[src/rtl/line_err_pkg.sv]
package line_err_pkg;

    // ------------------------------------------------------------------
    // Register offsets within one channel window
    // ------------------------------------------------------------------
    localparam logic [10:0] CH0_BASE        = 11'h7C0;
    localparam logic [10:0] CH_STRIDE       = 11'h040;
    localparam logic [5:0]  OFF_ABSENCE_CFG = 6'h0D;
    localparam logic [5:0]  OFF_FAULT_CTL   = 6'h0E;
    localparam logic [5:0]  OFF_ALARM_GEN   = 6'h0F;
    localparam logic [5:0]  OFF_COUNT_HIGH  = 6'h1A;
    localparam logic [5:0]  OFF_COUNT_LOW   = 6'h1B;
    localparam logic [5:0]  OFF_INT_STATUS  = 6'h1C;
    localparam logic [5:0]  OFF_INT_MASK    = 6'h1D;

    // ------------------------------------------------------------------
    // Reset values
    // ------------------------------------------------------------------
    localparam logic [7:0] ABSENCE_CFG_RST = 8'h15;
    localparam logic [7:0] FAULT_CTL_RST   = 8'h00;
    localparam logic [3:0] ALARM_GEN_RST   = 4'h0;

    // ------------------------------------------------------------------
    // Field positions
    // ------------------------------------------------------------------
    localparam int EXZ_STD_BIT   = 7;
    localparam int VIOL_INS_BIT  = 6;
    localparam int SINGLE_ERROR_INSERT_BIT   = 5;
    localparam int SRC_LSB       = 2;
    localparam int LATCH_MD_BIT  = 1;
    localparam int LATCH_REQ_BIT = 0;
    localparam int RX_STD_BIT    = 7;
    localparam int RX_THR_LSB    = 4;
    localparam int TX_THR_LSB    = 2;
    localparam int TX_PER_LSB    = 0;
    localparam int RX_SYS_BIT    = 3;
    localparam int RX_LINE_BIT   = 2;
    localparam int TX_SYS_BIT    = 1;
    localparam int TX_LINE_BIT   = 0;

    // Interrupt status bit positions.
    localparam int INT_TX_ABS    = 0;
    localparam int INT_LINE_ABS  = 1;
    localparam int INT_LATCHED   = 2;
    localparam int INT_VIOL_DONE = 3;
    localparam int INT_ERR_DONE  = 4;
    localparam int INT_W         = 5;

    // ------------------------------------------------------------------
    // Counter sources and timing
    // ------------------------------------------------------------------
    typedef enum logic [2:0] {
        SRC_OFF      = 3'b000,
        SRC_LV       = 3'b001,
        SRC_LZ       = 3'b010,
        SRC_LV_LZ    = 3'b011,
        SRC_SV       = 3'b100,
        SRC_SZ       = 3'b101,
        SRC_SV_SZ    = 3'b110,
        SRC_PATTERN  = 3'b111
    } count_src_t;

    localparam logic [6:0] TX_PULSES_16 = 7'h10;
    localparam logic [6:0] TX_PULSES_32 = 7'h20;
    localparam logic [6:0] TX_PULSES_64 = 7'h40;
    localparam int CLOCK_PERIOD_NS = 10;
    localparam int LATCH_PERIOD_MS = 1000;
    localparam int LATCH_CYCLES    =
        LATCH_PERIOD_MS * 1000000 / CLOCK_PERIOD_NS;

endpackage : line_err_pkg

[src/rtl/line_error_count_ais_control.sv]
// Design decision made here: the strobed register port.
`timescale 1ns/1ps

// Functional notes
// - Tx absence after 16/32/64 low pulses
// - Two-bit field selects tx absence threshold
// - Bit 7 picks ANSI or FCC zeros
// - Writing bit 6 inserts one violation
// - Violation bit self-clears after insertion
// - Rising bit 5 corrupts one pattern bit
// - Error bit self-clears after insertion
// - Three-bit field selects counted error source
// - Latch mode: manual or every second
// - Manual rising latch bit copies count
// - Bit 3 enables rx alarm, system absence
// - Bit 2 enables rx alarm, line absence
// - Bit 1 enables tx alarm, system absence
// - Bit 0 enables tx alarm, line absence
// - Control and alarm registers reset to zero
// - Per-channel copy at channel address window
// - Line absence after N low pulses
module line_error_count_ais_control #(
    parameter int CHANNEL        = 1,
    parameter int LATCH_CYCLES   = line_err_pkg::LATCH_CYCLES,
    parameter int RX_PULSES_STD0 = 32,
    parameter int RX_PULSES_STD1 = 64
) (
    // Clock and reset
    input  wire logic        clock,
    input  wire logic        rst_n,
    // Register port
    input  wire logic [10:0] reg_addr,
    input  wire logic [7:0]  reg_wdata,
    input  wire logic        reg_write,
    input  wire logic        reg_read,
    output logic      [7:0]  reg_rdata,
    // Transmit amplitude monitor
    input  wire logic        tx_pulse_tick,
    input  wire logic [3:0]  tx_below,
    output logic             transmit_signal_absence,
    // Receive amplitude monitor
    input  wire logic        rx_pulse_tick,
    input  wire logic [7:0]  rx_below,
    output logic             line_signal_absence,
    // System side
    input  wire logic        system_signal_absence,
    // Error events
    input  wire logic        line_violation,
    input  wire logic        line_excess_zeros,
    input  wire logic        system_violation,
    input  wire logic        system_excess_zeros,
    input  wire logic        pattern_error,
    // Insertion handshakes
    input  wire logic        tx_mark_slot,
    output logic             violation_strobe,
    input  wire logic        pattern_bit_slot,
    output logic             pattern_error_strobe,
    // Controls to the data paths
    output logic             excess_zeros_standard_select,
    output logic             rx_alarm_signal,
    output logic             tx_alarm_signal,
    // Interrupt
    output logic             irq
);

    // ------------------------------------------------------------------
    // State
    // ------------------------------------------------------------------
    typedef struct packed {
        logic [7:0]  absence_cfg;
        logic [7:0]  fault_ctl;
        logic [3:0]  alarm_gen;
        logic [15:0] count;
        logic [7:0]  count_high;
        logic [7:0]  count_low;
        logic [31:0] sec_cnt;
        logic [6:0]  tx_run;
        logic        tx_abs;
        logic [15:0] rx_run;
        logic        line_abs;
        logic [4:0]  int_status;
        logic [4:0]  int_mask;
        logic [7:0]  rdata;
        logic        viol_out;
        logic        err_out;
        logic        rx_ais;
        logic        tx_ais;
        logic        irq;
    } state_t;

    state_t s_q;
    state_t s_d;

    // ------------------------------------------------------------------
    // Helpers
    // ------------------------------------------------------------------
    function automatic logic [10:0] chan_addr(input logic [5:0] off);
        logic [10:0] base;
        base = (CHANNEL == 0) ? line_err_pkg::CH0_BASE :
               11'((CHANNEL - 1) * 64);
        return base | {5'h00, off};
    endfunction : chan_addr

    function automatic logic [6:0] tx_period(input logic [1:0] sel);
        logic [6:0] n;
        n = line_err_pkg::TX_PULSES_64;
        if (sel == 2'b00)
            n = line_err_pkg::TX_PULSES_16;
        else if (sel == 2'b01)
            n = line_err_pkg::TX_PULSES_32;
        return n;
    endfunction : tx_period

    function automatic logic [15:0] sat_add(input logic [15:0] v,
                                            input logic [1:0]  inc);
        logic [16:0] sum;
        sum = {1'b0, v} + {15'h0000, inc};
        return sum[16] ? 16'hFFFF : sum[15:0];
    endfunction : sat_add

    // ------------------------------------------------------------------
    // Next state
    // ------------------------------------------------------------------
    logic              wr_ctl;
    logic [1:0]        inc;
    logic [15:0]       rx_need;
    logic              latch_now;
    logic              tx_below_sel;
    logic              rx_below_sel;
    logic [line_err_pkg::INT_W-1:0] events;
    line_err_pkg::count_src_t src;

    always_comb
    begin
        s_d          = s_q;
        events       = '0;
        wr_ctl       = reg_write &&
                       reg_addr == chan_addr(line_err_pkg::OFF_FAULT_CTL);
        src          = line_err_pkg::count_src_t'(
                       s_q.fault_ctl[line_err_pkg::SRC_LSB +: 3]);
        tx_below_sel = tx_below[
                       s_q.absence_cfg[line_err_pkg::TX_THR_LSB +: 2]];
        rx_below_sel = rx_below[
                       s_q.absence_cfg[line_err_pkg::RX_THR_LSB +: 3]];
        rx_need      = s_q.absence_cfg[line_err_pkg::RX_STD_BIT] ?
                       16'(RX_PULSES_STD1) : 16'(RX_PULSES_STD0);

        // Transmit absence: consecutive intervals under the chosen level.
        if (tx_pulse_tick)
        begin
            if (tx_below_sel)
            begin
                if (s_q.tx_run != 7'h7F)
                    s_d.tx_run = s_q.tx_run + 7'h01;
                if (s_q.tx_run + 7'h01 >= tx_period(
                    s_q.absence_cfg[line_err_pkg::TX_PER_LSB +: 2]))
                    s_d.tx_abs = 1'b1;
            end
            else
            begin
                s_d.tx_run = 7'h00;
                s_d.tx_abs = 1'b0;
            end
        end
        events[line_err_pkg::INT_TX_ABS] = s_d.tx_abs & ~s_q.tx_abs;

        // Line absence uses the receive threshold and interval count.
        if (rx_pulse_tick)
        begin
            if (rx_below_sel)
            begin
                if (s_q.rx_run != 16'hFFFF)
                    s_d.rx_run = s_q.rx_run + 16'h0001;
                if (s_q.rx_run + 16'h0001 >= rx_need)
                    s_d.line_abs = 1'b1;
            end
            else
            begin
                s_d.rx_run   = 16'h0000;
                s_d.line_abs = 1'b0;
            end
        end
        events[line_err_pkg::INT_LINE_ABS] = s_d.line_abs & ~s_q.line_abs;

        // Error source selection; a combined source counts both events.
        case (src)
            line_err_pkg::SRC_OFF:     inc = 2'd0;
            line_err_pkg::SRC_LV:      inc = {1'b0, line_violation};
            line_err_pkg::SRC_LZ:      inc = {1'b0, line_excess_zeros};
            line_err_pkg::SRC_LV_LZ:   inc = {1'b0, line_violation} +
                                             {1'b0, line_excess_zeros};
            line_err_pkg::SRC_SV:      inc = {1'b0, system_violation};
            line_err_pkg::SRC_SZ:      inc = {1'b0, system_excess_zeros};
            line_err_pkg::SRC_SV_SZ:   inc = {1'b0, system_violation} +
                                             {1'b0, system_excess_zeros};
            line_err_pkg::SRC_PATTERN: inc = {1'b0, pattern_error};
            default:                   inc = 2'd0;
        endcase

        // One-second timer runs only in automatic mode.
        latch_now = 1'b0;
        if (s_q.fault_ctl[line_err_pkg::LATCH_MD_BIT])
        begin
            if (s_q.sec_cnt >= 32'(LATCH_CYCLES - 1))
            begin
                s_d.sec_cnt = 32'h0000_0000;
                latch_now   = 1'b1;
            end
            else
                s_d.sec_cnt = s_q.sec_cnt + 32'h0000_0001;
        end
        else
        begin
            s_d.sec_cnt = 32'h0000_0000;
            if (wr_ctl && reg_wdata[line_err_pkg::LATCH_REQ_BIT] &&
                !s_q.fault_ctl[line_err_pkg::LATCH_REQ_BIT])
                latch_now = 1'b1;
        end

        // An event in the transfer cycle opens the next count, not lost.
        if (latch_now)
        begin
            s_d.count_high = s_q.count[15:8];
            s_d.count_low  = s_q.count[7:0];
            s_d.count      = {14'h0000, inc};
            events[line_err_pkg::INT_LATCHED] = 1'b1;
        end
        else
            s_d.count = sat_add(s_q.count, inc);

        // Control register writes; insertion bits only arm on a one.
        if (wr_ctl)
        begin
            s_d.fault_ctl[7] = reg_wdata[line_err_pkg::EXZ_STD_BIT];
            s_d.fault_ctl[4:0] = reg_wdata[4:0];
        end

        // Violation insertion; a fresh write wins over the clear.
        if (s_q.fault_ctl[line_err_pkg::VIOL_INS_BIT] && tx_mark_slot)
        begin
            s_d.fault_ctl[line_err_pkg::VIOL_INS_BIT] = 1'b0;
            events[line_err_pkg::INT_VIOL_DONE] = 1'b1;
        end
        s_d.viol_out = s_q.fault_ctl[line_err_pkg::VIOL_INS_BIT] &
                       tx_mark_slot;
        if (wr_ctl && reg_wdata[line_err_pkg::VIOL_INS_BIT])
            s_d.fault_ctl[line_err_pkg::VIOL_INS_BIT] = 1'b1;

        // Single pattern error on a rising write of the bit.
        if (s_q.fault_ctl[line_err_pkg::SINGLE_ERROR_INSERT_BIT] && pattern_bit_slot)
        begin
            s_d.fault_ctl[line_err_pkg::SINGLE_ERROR_INSERT_BIT] = 1'b0;
            events[line_err_pkg::INT_ERR_DONE] = 1'b1;
        end
        s_d.err_out = s_q.fault_ctl[line_err_pkg::SINGLE_ERROR_INSERT_BIT] &
                      pattern_bit_slot;
        if (wr_ctl && reg_wdata[line_err_pkg::SINGLE_ERROR_INSERT_BIT] &&
            !s_q.fault_ctl[line_err_pkg::SINGLE_ERROR_INSERT_BIT])
            s_d.fault_ctl[line_err_pkg::SINGLE_ERROR_INSERT_BIT] = 1'b1;

        // Other register writes.
        if (reg_write)
        begin
            if (reg_addr == chan_addr(line_err_pkg::OFF_ABSENCE_CFG))
                s_d.absence_cfg = reg_wdata;
            if (reg_addr == chan_addr(line_err_pkg::OFF_ALARM_GEN))
                s_d.alarm_gen = reg_wdata[3:0];
            if (reg_addr == chan_addr(line_err_pkg::OFF_INT_MASK))
                s_d.int_mask = reg_wdata[line_err_pkg::INT_W-1:0];
            if (reg_addr == chan_addr(line_err_pkg::OFF_INT_STATUS))
                s_d.int_status = s_q.int_status &
                                 ~reg_wdata[line_err_pkg::INT_W-1:0];
        end
        // Set wins over a write-one-to-clear in the same cycle.
        s_d.int_status = s_d.int_status | events;
        s_d.irq        = |(s_q.int_status & s_q.int_mask);

        // Alarm indication towards each path.
        s_d.rx_ais =
            (s_q.alarm_gen[line_err_pkg::RX_SYS_BIT] &
             system_signal_absence) |
            (s_q.alarm_gen[line_err_pkg::RX_LINE_BIT] & s_q.line_abs);
        s_d.tx_ais =
            (s_q.alarm_gen[line_err_pkg::TX_SYS_BIT] &
             system_signal_absence) |
            (s_q.alarm_gen[line_err_pkg::TX_LINE_BIT] & s_q.line_abs);

        // Read data stand only in the cycle after the strobe.
        s_d.rdata = 8'h00;
        if (reg_read)
        begin
            if (reg_addr == chan_addr(line_err_pkg::OFF_ABSENCE_CFG))
                s_d.rdata = s_q.absence_cfg;
            else if (reg_addr == chan_addr(line_err_pkg::OFF_FAULT_CTL))
                s_d.rdata = s_q.fault_ctl;
            else if (reg_addr == chan_addr(line_err_pkg::OFF_ALARM_GEN))
                s_d.rdata = {4'h0, s_q.alarm_gen};
            else if (reg_addr == chan_addr(line_err_pkg::OFF_COUNT_HIGH))
                s_d.rdata = s_q.count_high;
            else if (reg_addr == chan_addr(line_err_pkg::OFF_COUNT_LOW))
                s_d.rdata = s_q.count_low;
            else if (reg_addr == chan_addr(line_err_pkg::OFF_INT_STATUS))
                s_d.rdata = {3'h0, s_q.int_status};
            else if (reg_addr == chan_addr(line_err_pkg::OFF_INT_MASK))
                s_d.rdata = {3'h0, s_q.int_mask};
        end
    end

    // ------------------------------------------------------------------
    // Registers
    // ------------------------------------------------------------------
    always_ff @(posedge clock)
    begin
        if (!rst_n)
        begin
            s_q             <= '0;
            s_q.absence_cfg <= line_err_pkg::ABSENCE_CFG_RST;
            s_q.fault_ctl   <= line_err_pkg::FAULT_CTL_RST;
            s_q.alarm_gen   <= line_err_pkg::ALARM_GEN_RST;
        end
        else
            s_q <= s_d;
    end

    // ------------------------------------------------------------------
    // Outputs
    // ------------------------------------------------------------------
    assign reg_rdata                    = s_q.rdata;
    assign transmit_signal_absence      = s_q.tx_abs;
    assign line_signal_absence          = s_q.line_abs;
    assign violation_strobe             = s_q.viol_out;
    assign pattern_error_strobe         = s_q.err_out;
    assign excess_zeros_standard_select =
        s_q.fault_ctl[line_err_pkg::EXZ_STD_BIT];
    assign rx_alarm_signal              = s_q.rx_ais;
    assign tx_alarm_signal              = s_q.tx_ais;
    assign irq                          = s_q.irq;

endmodule : line_error_count_ais_control

[config.mk]
export PLATFORM = sky130hd
export DESIGN_NAME = line_error_count_ais_control
export DESIGN_NICKNAME = d
export VERILOG_FILES = /design/src/rtl/line_err_pkg.sv /design/src/rtl/line_error_count_ais_control.sv
export SDC_FILE = /design/constraint.sdc
export NUM_CORES = 1
export LEC_CHECK = 0
export ABC_CLOCK_PERIOD_IN_PS = 4700
export BUFFER_PORTS_ARGS = -buffer_cell sky130_fd_sc_hd__clkbuf_2
export CAP_MARGIN = 25
export CORE_UTILIZATION = 35
export CTS_BUF_LIST = sky130_fd_sc_hd__clkbuf_8
export DETAILED_ROUTE_END_ITERATION = 7
export HOLD_SLACK_MARGIN = 0.06
export RECOVER_POWER = 25
export SYNTH_ARGS = -nofsm -noshare
export SYNTH_HDL_FRONTEND = slang
export SYNTH_SLANG_ARGS = --single-unit
[constraint.sdc]
create_clock -name clock -period 4.7 [get_ports clock]
set_clock_uncertainty 0.2 [all_clocks]
set_input_delay 0.235 -clock clock [delete_from_list [all_inputs] [get_ports clock]]
set_output_delay 0.235 -clock clock [all_outputs]
set_load 0.02 [all_outputs]
# Word level (Yosys, flattened, before mapping)
# Cells that the tools add are included.
# W data, S select, Z words.
[classes]
order_cmp = 5
addsub = 6
muxes = 40
n_reduce_logical = 23
bitwise_logic = 18
eq_ne = 19
[op_table]
columns = ["cell", "n"]
rows = [
  ["$mux W8", 6],
  ["$eq A11 B5 Y1 const B", 4],
  ["$mux W7", 6],
  ["$eq A11 B4 Y1 const B", 3],
  ["$add A32 B1 Y32 const B", 1],
  ["$ge A32 B27 Y1 const B", 1],
  ["$mux W16", 2],
  ["$mux W5", 4],
  ["$add A16 B2 Y17", 1],
  ["$mux W17", 1],
  ["$add A16 B1 Y16 const B", 1],
  ["$ge A16 B7 Y1", 1],
  ["$mux W1", 16],
  ["$ne A16 B16 Y1 const B", 1],
  ["$pmux W2 S8", 1],
  ["$eq A3 B3 Y1 const B", 4],
  ["$reduce_and A2 Y1", 6],
  ["$and A5 B5 Y5", 2],
  ["$mux W10", 1],
  ["$and A1 B1 Y1", 8],
  ["$logic_and A1 B1 Y1", 8],
  ["$add A7 B1 Y7 const B", 1],
  ["$ge A7 B7 Y1", 1],
  ["$ne A7 B7 Y1 const B", 1],
  ["21 further kinds", 30],
]
[totals]
wordCells = 133
output_inout_bits = 16
ff_bits = 132
input_bits = 45

# Depth between registers and ports, before layout
# Gate-level depths: netlist of the first run.
[logic_depth]
depth_word = 11
mapped_depth = 13
ltp_nobuf = 12

# Least setup slack after synthesis of the first run
# OpenSTA, ideal clock, no wires.
[synth_timing]
path_kind = "register to register"
from = "reg s_q[119] (netlist bit)"
to = "reg s_q[109] (netlist bit)"
path_stages_with_launch = 14
synth_period_minus_slack_ps = 3340
setup_slack_ps = 1360
required_time_ps = 4422
path_buffers = 2
setup_time_ps = 78
t_arrival_ps = 3062
cell_sequence = "dfxtp_1 clkbuf_1 mux2i_1 mux2_2 o21ai_0 ha_1 inv_1 fa_1 nand2b_1 or4_1 nor3_2 buf_2 nor3_1 nor3_1"
[synth_between]
elab_chain_len = 4
elab_cells_between_ends = 11
cone_classes = "add/sub: 1; eq/ne: 7; mux: 2; reduce/logical: 1"
[synth_lines]
columns = ["element", "line", "text"]
rows = [
  ["start: declaration", "line_error_count_ais_control.sv:91", "state_t s_q;"],
  ["$eq A3 B3 Y1 (tied with other cells)", "line_error_count_ais_control.sv:186", "case (src)"],
  ["$pmux W2 S8 *", "line_error_count_ais_control.sv:186", ""],
  ["$add A16 B2 Y17 *", "line_error_count_ais_control.sv:117", "sum = {1'b0, v} + {15'h0000, inc};"],
  ["$mux W16 *", "line_error_count_ais_control.sv:118", "return sum[16] ? 16'hFFFF : sum[15:0];"],
]
# Every way passes the cells marked *; elsewhere a longest branch is shown, timed or not.
# A chain may end at the register's enable or synchronous reset.

# Worst setup path in the final report of the first run
[layout_timing]
from = "reg s_q[119] (netlist bit)"
to = "reg s_q[101] (netlist bit)"
# Same word-level chain as after synthesis.

==> results of run 1 <==
==> worst max-delay path by stage <==
stage	to	depth (start not counted)	slack [ns]	from
after global placement	s_q[105]	14	0.97	line_violation
after floorplan	s_q[109]	13	1.36	s_q[119]
after global routing	s_q[101]	12	0.69	s_q[119]
after CTS	s_q[101]	12	0.93	s_q[119]
after detailed placement	s_q[101]	14	0.90	line_violation
final	s_q[101]	12	0.95	s_q[119]
==> state kept, by name, summed over array words and instances, names as in the netlist <==
signal,flops
s_q,116
reg_rdata,8
excess_zeros_standard_select,1
irq,1
line_signal_absence,1
pattern_error_strobe,1
rx_alarm_signal,1
transmit_signal_absence,1
tx_alarm_signal,1
violation_strobe,1
==> through the flow <==
stage / cell area (um^2) / std cells / total power [mW] / setup WS, ns / hold slack [ns]
after floorplan: 6760 / 791 / 1.20 / 1.36 / 0.159
after global placement: 7170 / 1044 / 1.24 / 0.970 / 0.227
after detailed placement: 7170 / 1044 / 1.24 / 0.897 / 0.230
after CTS: 7710 / 1090 / 2.23 / 0.932 / 0.114
after global routing: 7690 / 1091 / 2.28 / 0.693 / 0.139
final: 7690 / 1091 / 2.20 / 0.947 / 0.145
==> kinds of logic (layout without fill, tap and decap cells) <==
family / after synthesis / count (layout)
AOI/OAI and AO/OA: 150 / 150
adders and majority gates: 13 / 13
other: 1 / 5
and+or+nand+nor: 343 / 343
xor gates and xnor gates: 35 / 35
muxes: 44 / 44
DFF: 132 / 132
buffers and inverters: 69 / 135
==> synth_stat cells (4+ instances only) <==
cell	count	area [um^2]
sky130_fd_sc_hd__nor4_1	11	68.8
sky130_fd_sc_hd__nand2b_1	6	37.5
sky130_fd_sc_hd__o211ai_1	4	30.0
sky130_fd_sc_hd__ha_1	12	150
sky130_fd_sc_hd__nand2_1	100	375
sky130_fd_sc_hd__a211oi_1	7	52.6
sky130_fd_sc_hd__a222oi_1	8	80.1
sky130_fd_sc_hd__or4_1	6	45.0
sky130_fd_sc_hd__nand4_1	15	93.8
sky130_fd_sc_hd__buf_4	10	75.1
sky130_fd_sc_hd__dfxtp_1	132	2640
sky130_fd_sc_hd__buf_1	5	18.8
sky130_fd_sc_hd__or3_1	8	50.1
sky130_fd_sc_hd__inv_1	23	86.3
sky130_fd_sc_hd__nand4b_1	4	35.0
sky130_fd_sc_hd__nor2b_1	4	25.0
sky130_fd_sc_hd__and3_1	12	75.1
sky130_fd_sc_hd__and2_1	5	31.3
sky130_fd_sc_hd__mux2i_1	33	330
sky130_fd_sc_hd__buf_2	7	35.0
sky130_fd_sc_hd__o221ai_1	5	43.8
sky130_fd_sc_hd__clkbuf_1	21	78.8
sky130_fd_sc_hd__xnor2_1	18	158
sky130_fd_sc_hd__mux2_2	7	78.8
sky130_fd_sc_hd__a21oi_1	34	170
sky130_fd_sc_hd__mux4_2	4	90.1
sky130_fd_sc_hd__nor2_1	72	270
sky130_fd_sc_hd__nand3_1	35	175
sky130_fd_sc_hd__a21o_1	10	75.1
sky130_fd_sc_hd__o21ai_0	32	160
sky130_fd_sc_hd__a22o_1	5	43.8
sky130_fd_sc_hd__xor2_1	17	149
sky130_fd_sc_hd__a22oi_1	9	67.6
sky130_fd_sc_hd__and4_1	10	87.6
sky130_fd_sc_hd__nor3_1	34	170
==> report_power, final <==
part	internal, mW	switching (mW)
clock network	0.493	0.482
logic	0.0381	0.0611
registers	1.12	0.00285
==> cell type report <==
type,count,area share (%)
Multi-Input combinational cell,590,49.5
Clock buffer,18,3.22
Inverter,23,1.12
Clock inverter,14,1.98
Timing Repair Buffer,80,5.98
Tap cell,234,3.80
Sequential cell,132,34.3
==> critical path: stages, from the launching register on <==
cell and delay [ns]:
sky130_fd_sc_hd__dfxtp_1 0.51, sky130_fd_sc_hd__mux2i_1 0.11, sky130_fd_sc_hd__mux2_2 0.26, sky130_fd_sc_hd__o21ai_0 0.23
sky130_fd_sc_hd__ha_1 0.22, sky130_fd_sc_hd__inv_1 0.05, sky130_fd_sc_hd__fa_1 0.41, sky130_fd_sc_hd__nand2b_1 0.23
sky130_fd_sc_hd__or4_1 0.59, sky130_fd_sc_hd__nor3_2 0.40, sky130_fd_sc_hd__buf_4 0.24, sky130_fd_sc_hd__a21oi_1 0.06
sky130_fd_sc_hd__nor3_1 0.15
==> what timing repair did <==
action / in CTS / in global routing
hold endpoints to repair: 45 / 0
hold buffers: 14 / 0
setup endpoints to repair: 0 / 0
buffers inserted: 0 / 0
==> metal layers <==
metal / share of wire, % / wire [um] / global-route usage [%]
met1: 49 / 8360 / 24.2
met2: 45 / 7760 / 27.6
met3: 4.1 / 705 / 3.91
met4: 1.6 / 276 / 5.89
met5: 0 / 0 / 0
==> metrics, run 1 <==
Seq/Total Area, Yosys=about two fifths; number of setup violations in the final report=0; leakage power of the design=roughly 2.6 nW; Overall Global Routing Usage=17.7%; GPL Wtd Cong=0.873; Synth Area per Inst=8.57 um^2; area share of and/or/nand/nor cells after synthesis=around a quarter; remaining design rule violation count=0; compound-gate portion of the synthesized area=15.5%; H-tree depth reported by CTS=4; number of gates resized after CTS=0; final worst path period share=between 70% and 80%; proportion of register bits with asynchronous set or reset after synthesis=0%; mapped cell area=0.00675 mm^2; most used flip-flop cell after synthesis=sky130_fd_sc_hd__dfxtp_1; Maximum Capacitance Violations=2; width of the die=roughly 140 um; hold-critical path depth=4; Clock Pin Slew Worst Setup and Hold Paths=0.08 ns; total clock buffers created by CTS=17; kind of end point of the critical path=register; violation count after the first detailed-route iteration=484; register area=0.00264 mm^2; xor/xnor share of the synthesized area=between 4 and 5%; final count of hold timing violations=0; number of antenna violations at the first check in global routing=0; number of pins with negative max-slew slack in the final report=between 90 and 100; setup repair after global routing missed its margin=false; library cells used by synthesis=between 70 and 80; maximum net fanout on the critical path=8; Util after Layout=41.0%; Vias per Instance=approximately 5.4; internal reg-to-reg setup slack=0.95 ns; most common cell after layout, fill and taps aside=sky130_fd_sc_hd__dfxtp_1; Worst Reg2Reg Path Length in Cells=12; Multi-input gate area=around 0.0038 mm^2; Hold/Removal Path Class=in2reg; maximum number of pins on one net before global-route repair=63; cell count after synthesis=787; Relative slew margins=-70.4%; number of synthesized flops with an enable pin=0; Hold Crit Endpoint=s_q[126]; first drt pass iteration count=5; Fillers=1895; Total Negative Setup Slacks=0 ns; startpoint of the lowest-slack register-to-register path=s_q[119]; HPWL Detailed=12100 um; antenna diode count=0; Crit Path Category=reg2reg; initial standard-cell utilization of the core=35.9%; Clock Path Buffers=2; grt ovf=0; Worst Tran Pin Value=2.56 ns; IO Port Bufs=60; layout cell share with drive strength beyond 1=12.6%; clock sink count=about 130; number of warning messages in the yosys log=0; hold_sp=reg_write; post-layout min period=3.75 ns; dominant combinational cell family by area after synthesis=simple AND/OR/NAND/NOR gates; TritonCTS clock tree=built; Wirelength per Cell=15.7 um; startpoint type of the worst setup path=register; Placeable Area=0.0188 mm^2; layout-stage area growth over the synthesis result=14.1%; Die ar.=just under 0.02 mm^2; Max Freq=about 270 MHz; required time reported for the critical path endpoint=around 4.9 ns; vias in the first global route=5319; antenna-violating nets left=0; Clk Latency, worst-skew pair=around 0.44 ns; vertical die dimension=141 um; standard-cell row count=50; number of top-level design ports=61; destination of the worst register-to-register timing path=s_q[101]; number of storage elements in the synthesis netlist=between 100 and 150; nets=902; first-pass GRT wire length=27700 um; commonest cells after routing, fill and taps aside=sky130_fd_sc_hd__dfxtp_1, sky130_fd_sc_hd__nand2_1, sky130_fd_sc_hd__nor2_1; share of synthesized area spent on multiplexers=7.40%; failing checks=capacitance limit, slew limit; Power Dens Cells=approximately 290 mW/mm^2; DR vias=5890; critical path data arrival time=3.90 ns; total wire length after detailed routing=17100 um; maximum VDD drop=between 150 and 200 uV; status=finished with violations; buffer type at the clock tree root=sky130_fd_sc_hd__clkbuf_8; Post-Synth Adder-Cell Area=2.52%
(Power assumes the default switching activity.)
==> inputs of run 2 (changes only) <==
--- a/config.mk
+++ b/config.mk
@@ -5,7 +5,8 @@
 export SDC_FILE = /design/constraint.sdc
 export NUM_CORES = 1
 export LEC_CHECK = 0
-export ABC_CLOCK_PERIOD_IN_PS = 4700
+export ABC_AREA = 1
+export ABC_CLOCK_PERIOD_IN_PS = 3600
 export BUFFER_PORTS_ARGS = -buffer_cell sky130_fd_sc_hd__clkbuf_2
 export CAP_MARGIN = 25
 export CORE_UTILIZATION = 35
==> constraint.sdc (replaced) <==
create_clock -name clock -period 3.6 [get_ports clock]
set_clock_uncertainty 0.2 [all_clocks]
set_input_delay 0.18 -clock clock [delete_from_list [all_inputs] [get_ports clock]]
set_output_delay 0.18 -clock clock [all_outputs]
set_load 0.02 [all_outputs]
==> run 2 against run 1 <==
Against the previous run:
- the run now ends clean
- largest cell class unchanged
- worst hold slack got worse by 0.025 ns
- power rose by 31%
- clock power rose by 32%
- sequential power rose by 31%
- first-iteration DRC count fell by 23%
- die area rose by 0.83%
- highest routed layer unchanged
==> metrics, run 2 <==
vias in the first global route=5862; Commonest cells post-synth=sky130_fd_sc_hd__nand2_1, sky130_fd_sc_hd__dfxtp_1, sky130_fd_sc_hd__nor2_1; nets=1107; Clk Latency, worst-skew pair=0.45 ns; initial standard-cell utilization of the core=36.0%; setup repair after global routing missed its margin=false; Die ar.=0.0200 mm^2; antenna-violating nets left=0; placed cell area=0.00728 mm^2; Crit Path Category=reg2reg; worst hold slack=around 0.12 ns; vertical die dimension=141 um; Synth Area per Inst=6.97 um^2; number of storage elements in the synthesis netlist=~130; layout-stage area growth over the synthesis result=15.1%; H-tree depth reported by CTS=4; Hold/Removal Path Class=in2reg; Worst Tran Pin Value=1.28 ns; sequential cell fraction of total power=50.9%; cell area after layout=~0.008 mm^2; Seq/Total Area, Yosys=between 30% and 40%; clock sink count=132; post-layout min period=3.13 ns; remaining design rule violation count=0; TritonCTS clock tree=built; startpoint type of the worst setup path=register; maximum net fanout on the critical path=13; Vias per Instance=4.82; Combinational Power Share=under 10%; final worst path period share=86.9%; Max Freq=~320 MHz; IO Port Bufs=60; antenna diode count=0; Util after Layout=41.5%; main area contributors after synthesis=sky130_fd_sc_hd__dfxtp_1, sky130_fd_sc_hd__nand2_1, sky130_fd_sc_hd__nor2_1; Wirelength per Cell=13.1 um; GPL Wtd Cong=0.907; HPWL Detailed=12900 um; critical path data arrival time=approximately 3.3 ns; layout cell share with drive strength beyond 1=9.99%; proportion of register bits with asynchronous set or reset after synthesis=0%; Overall Global Routing Usage=18.1%; standard-cell row count=50; number of placed instances, taps included=1272; Relative slew margins=14.5%; Clock Path Buffers=2; cell with the most instances after synthesis=sky130_fd_sc_hd__nand2_1; Maximum Capacitance Violations=0; required time reported for the critical path endpoint=3.78 ns; commonest cells after routing, fill and taps aside=sky130_fd_sc_hd__nand2_1, sky130_fd_sc_hd__dfxtp_1, sky130_fd_sc_hd__nor2_1; cell count after synthesis=about 980; DR vias=6373; library cells used by synthesis=50; Total Negative Setup Slacks=0 ns; fraction of post-synthesis cell area in the top cell type by area=38.8%; flip-flop count of the largest register, all copies and words added=approximately 120; Pwr Total=2.88 mW; maximum VDD drop=~180 uV; most common cell after layout, fill and taps aside=sky130_fd_sc_hd__nand2_1; Placeable Area=between 0.015 and 0.02 mm^2; maximum number of pins on one net before global-route repair=26; non-filler instance count after layout=1321; buffer type at the clock tree root=sky130_fd_sc_hd__clkbuf_8; mapped cell area=0.00680 mm^2; width of the die=~140 um; Fillers=2051; power share of the clock group=between 40 and 50%; cell type with the largest total area after synthesis=sky130_fd_sc_hd__dfxtp_1; total clock buffers created by CTS=17; dpl ws=~0.47 ns; number of antenna violations at the first check in global routing=0; first-pass GRT wire length=28600 um; total wire length after detailed routing=roughly 17000 um; Most flops, register=s_q; first drt pass iteration count=4; kind of end point of the critical path=register; final count of hold timing violations=0; switching pwr=slightly below 0.7 mW; Int Pwr=around 2.2 mW; fraction of power spent switching nets=a little under a quarter; Clock Pin Slew Worst Setup and Hold Paths=0.08 ns; number of top-level design ports=61; Power Dens Cells=about 370 mW/mm^2; number of pins with negative max-slew slack in the final report=0; grt ovf=0; leakage power of the design=3.04 nW; number of setup violations in the final report=0; violation count after the first detailed-route iteration=371; number of warning messages in the yosys log=0; status=complete, no violations; post-route setup slack=around 0.47 ns; number of synthesized flops with an enable pin=0; most used flip-flop cell after synthesis=sky130_fd_sc_hd__dfxtp_1
## run 2: final cells by class
type	instances	area [um^2]	share of cell area, %
multi-input combinational	693	3510	44.9
sequential	132	2640	33.7
timing repair buffer	82	480	6.14
inverter	123	462	5.90
tap	260	325	4.15
clock buffer	18	248	3.16
clock inverter	13	160	2.05
## run 2: cell families (layout without fill, tap and decap cells)
kind of cell,Yosys count,in the layout,synth area share (%)
AO/OA/AOI/OAI,149,149,12.4
XOR/XNOR,30,30,3.86
adder cells (fa/ha/maj),13,13,2.50
buffers and inverters,155,236,9.66
flip-flops,132,132,38.8
other,1,5,0.0551
AND/OR/NAND/NOR,496,496,32.7
## run 2: final timing paths
| kind | from | endpoint | slack (ns) | cells after the start |
|---|---|---|---|---|
| setup / recovery | s_q[118] | s_q[100] | 0.47 | 18 |
| hold / removal | reg_addr[0] | reg_rdata[7] | 0.12 | 5 |
| setup reg to reg | s_q[118] | s_q[100] | 0.47 | 18 |
| hold reg to reg | s_q[91] | s_q[91] | 0.27 | 2 |
## run 2: timing repair
item	CTS	global route
setup buffers	0	0
hold endpoints to repair	46	0
resized for setup	0	0
hold buffers	18	0
## run 2: critical path, stage by stage, from the launching register on
cell                       delay (ns)
sky130_fd_sc_hd__dfxtp_1         0.35
sky130_fd_sc_hd__inv_1           0.15
sky130_fd_sc_hd__nand3_1         0.12
sky130_fd_sc_hd__o22ai_1         0.13
sky130_fd_sc_hd__a211oi_1        0.07
sky130_fd_sc_hd__inv_1           0.08
sky130_fd_sc_hd__ha_1            0.16
sky130_fd_sc_hd__inv_1           0.05
sky130_fd_sc_hd__fa_1            0.37
sky130_fd_sc_hd__or2_4           0.28
sky130_fd_sc_hd__nor3_4          0.17
sky130_fd_sc_hd__nand3_2         0.13
sky130_fd_sc_hd__inv_1           0.07
sky130_fd_sc_hd__nand2_1         0.07
sky130_fd_sc_hd__inv_2           0.07
sky130_fd_sc_hd__nand3_2         0.25
sky130_fd_sc_hd__inv_1           0.20
sky130_fd_sc_hd__nor2_1          0.05
sky130_fd_sc_hd__nor2_1          0.07
## run 2: routing by layer
metal  track usage (%)  wire [um]  share of wire [%]
met5                 0          0                  0
met4              5.43        194                1.1
met3              3.34        649                3.7
met2              29.3       7840                 45
met1              24.5       8620                 50
## run 2: power groups by stage
stage          sequential (mW)  combinational (mW)  clock (mW)
6_report                  1.47               0.124        1.29
5_1_grt                   1.47               0.139        1.39
4_1_cts                   1.47               0.126        1.32
3_5_place_dp              1.50               0.112           0
3_3_place_gp              1.50               0.112           0
2_1_floorplan             1.50              0.0596           0
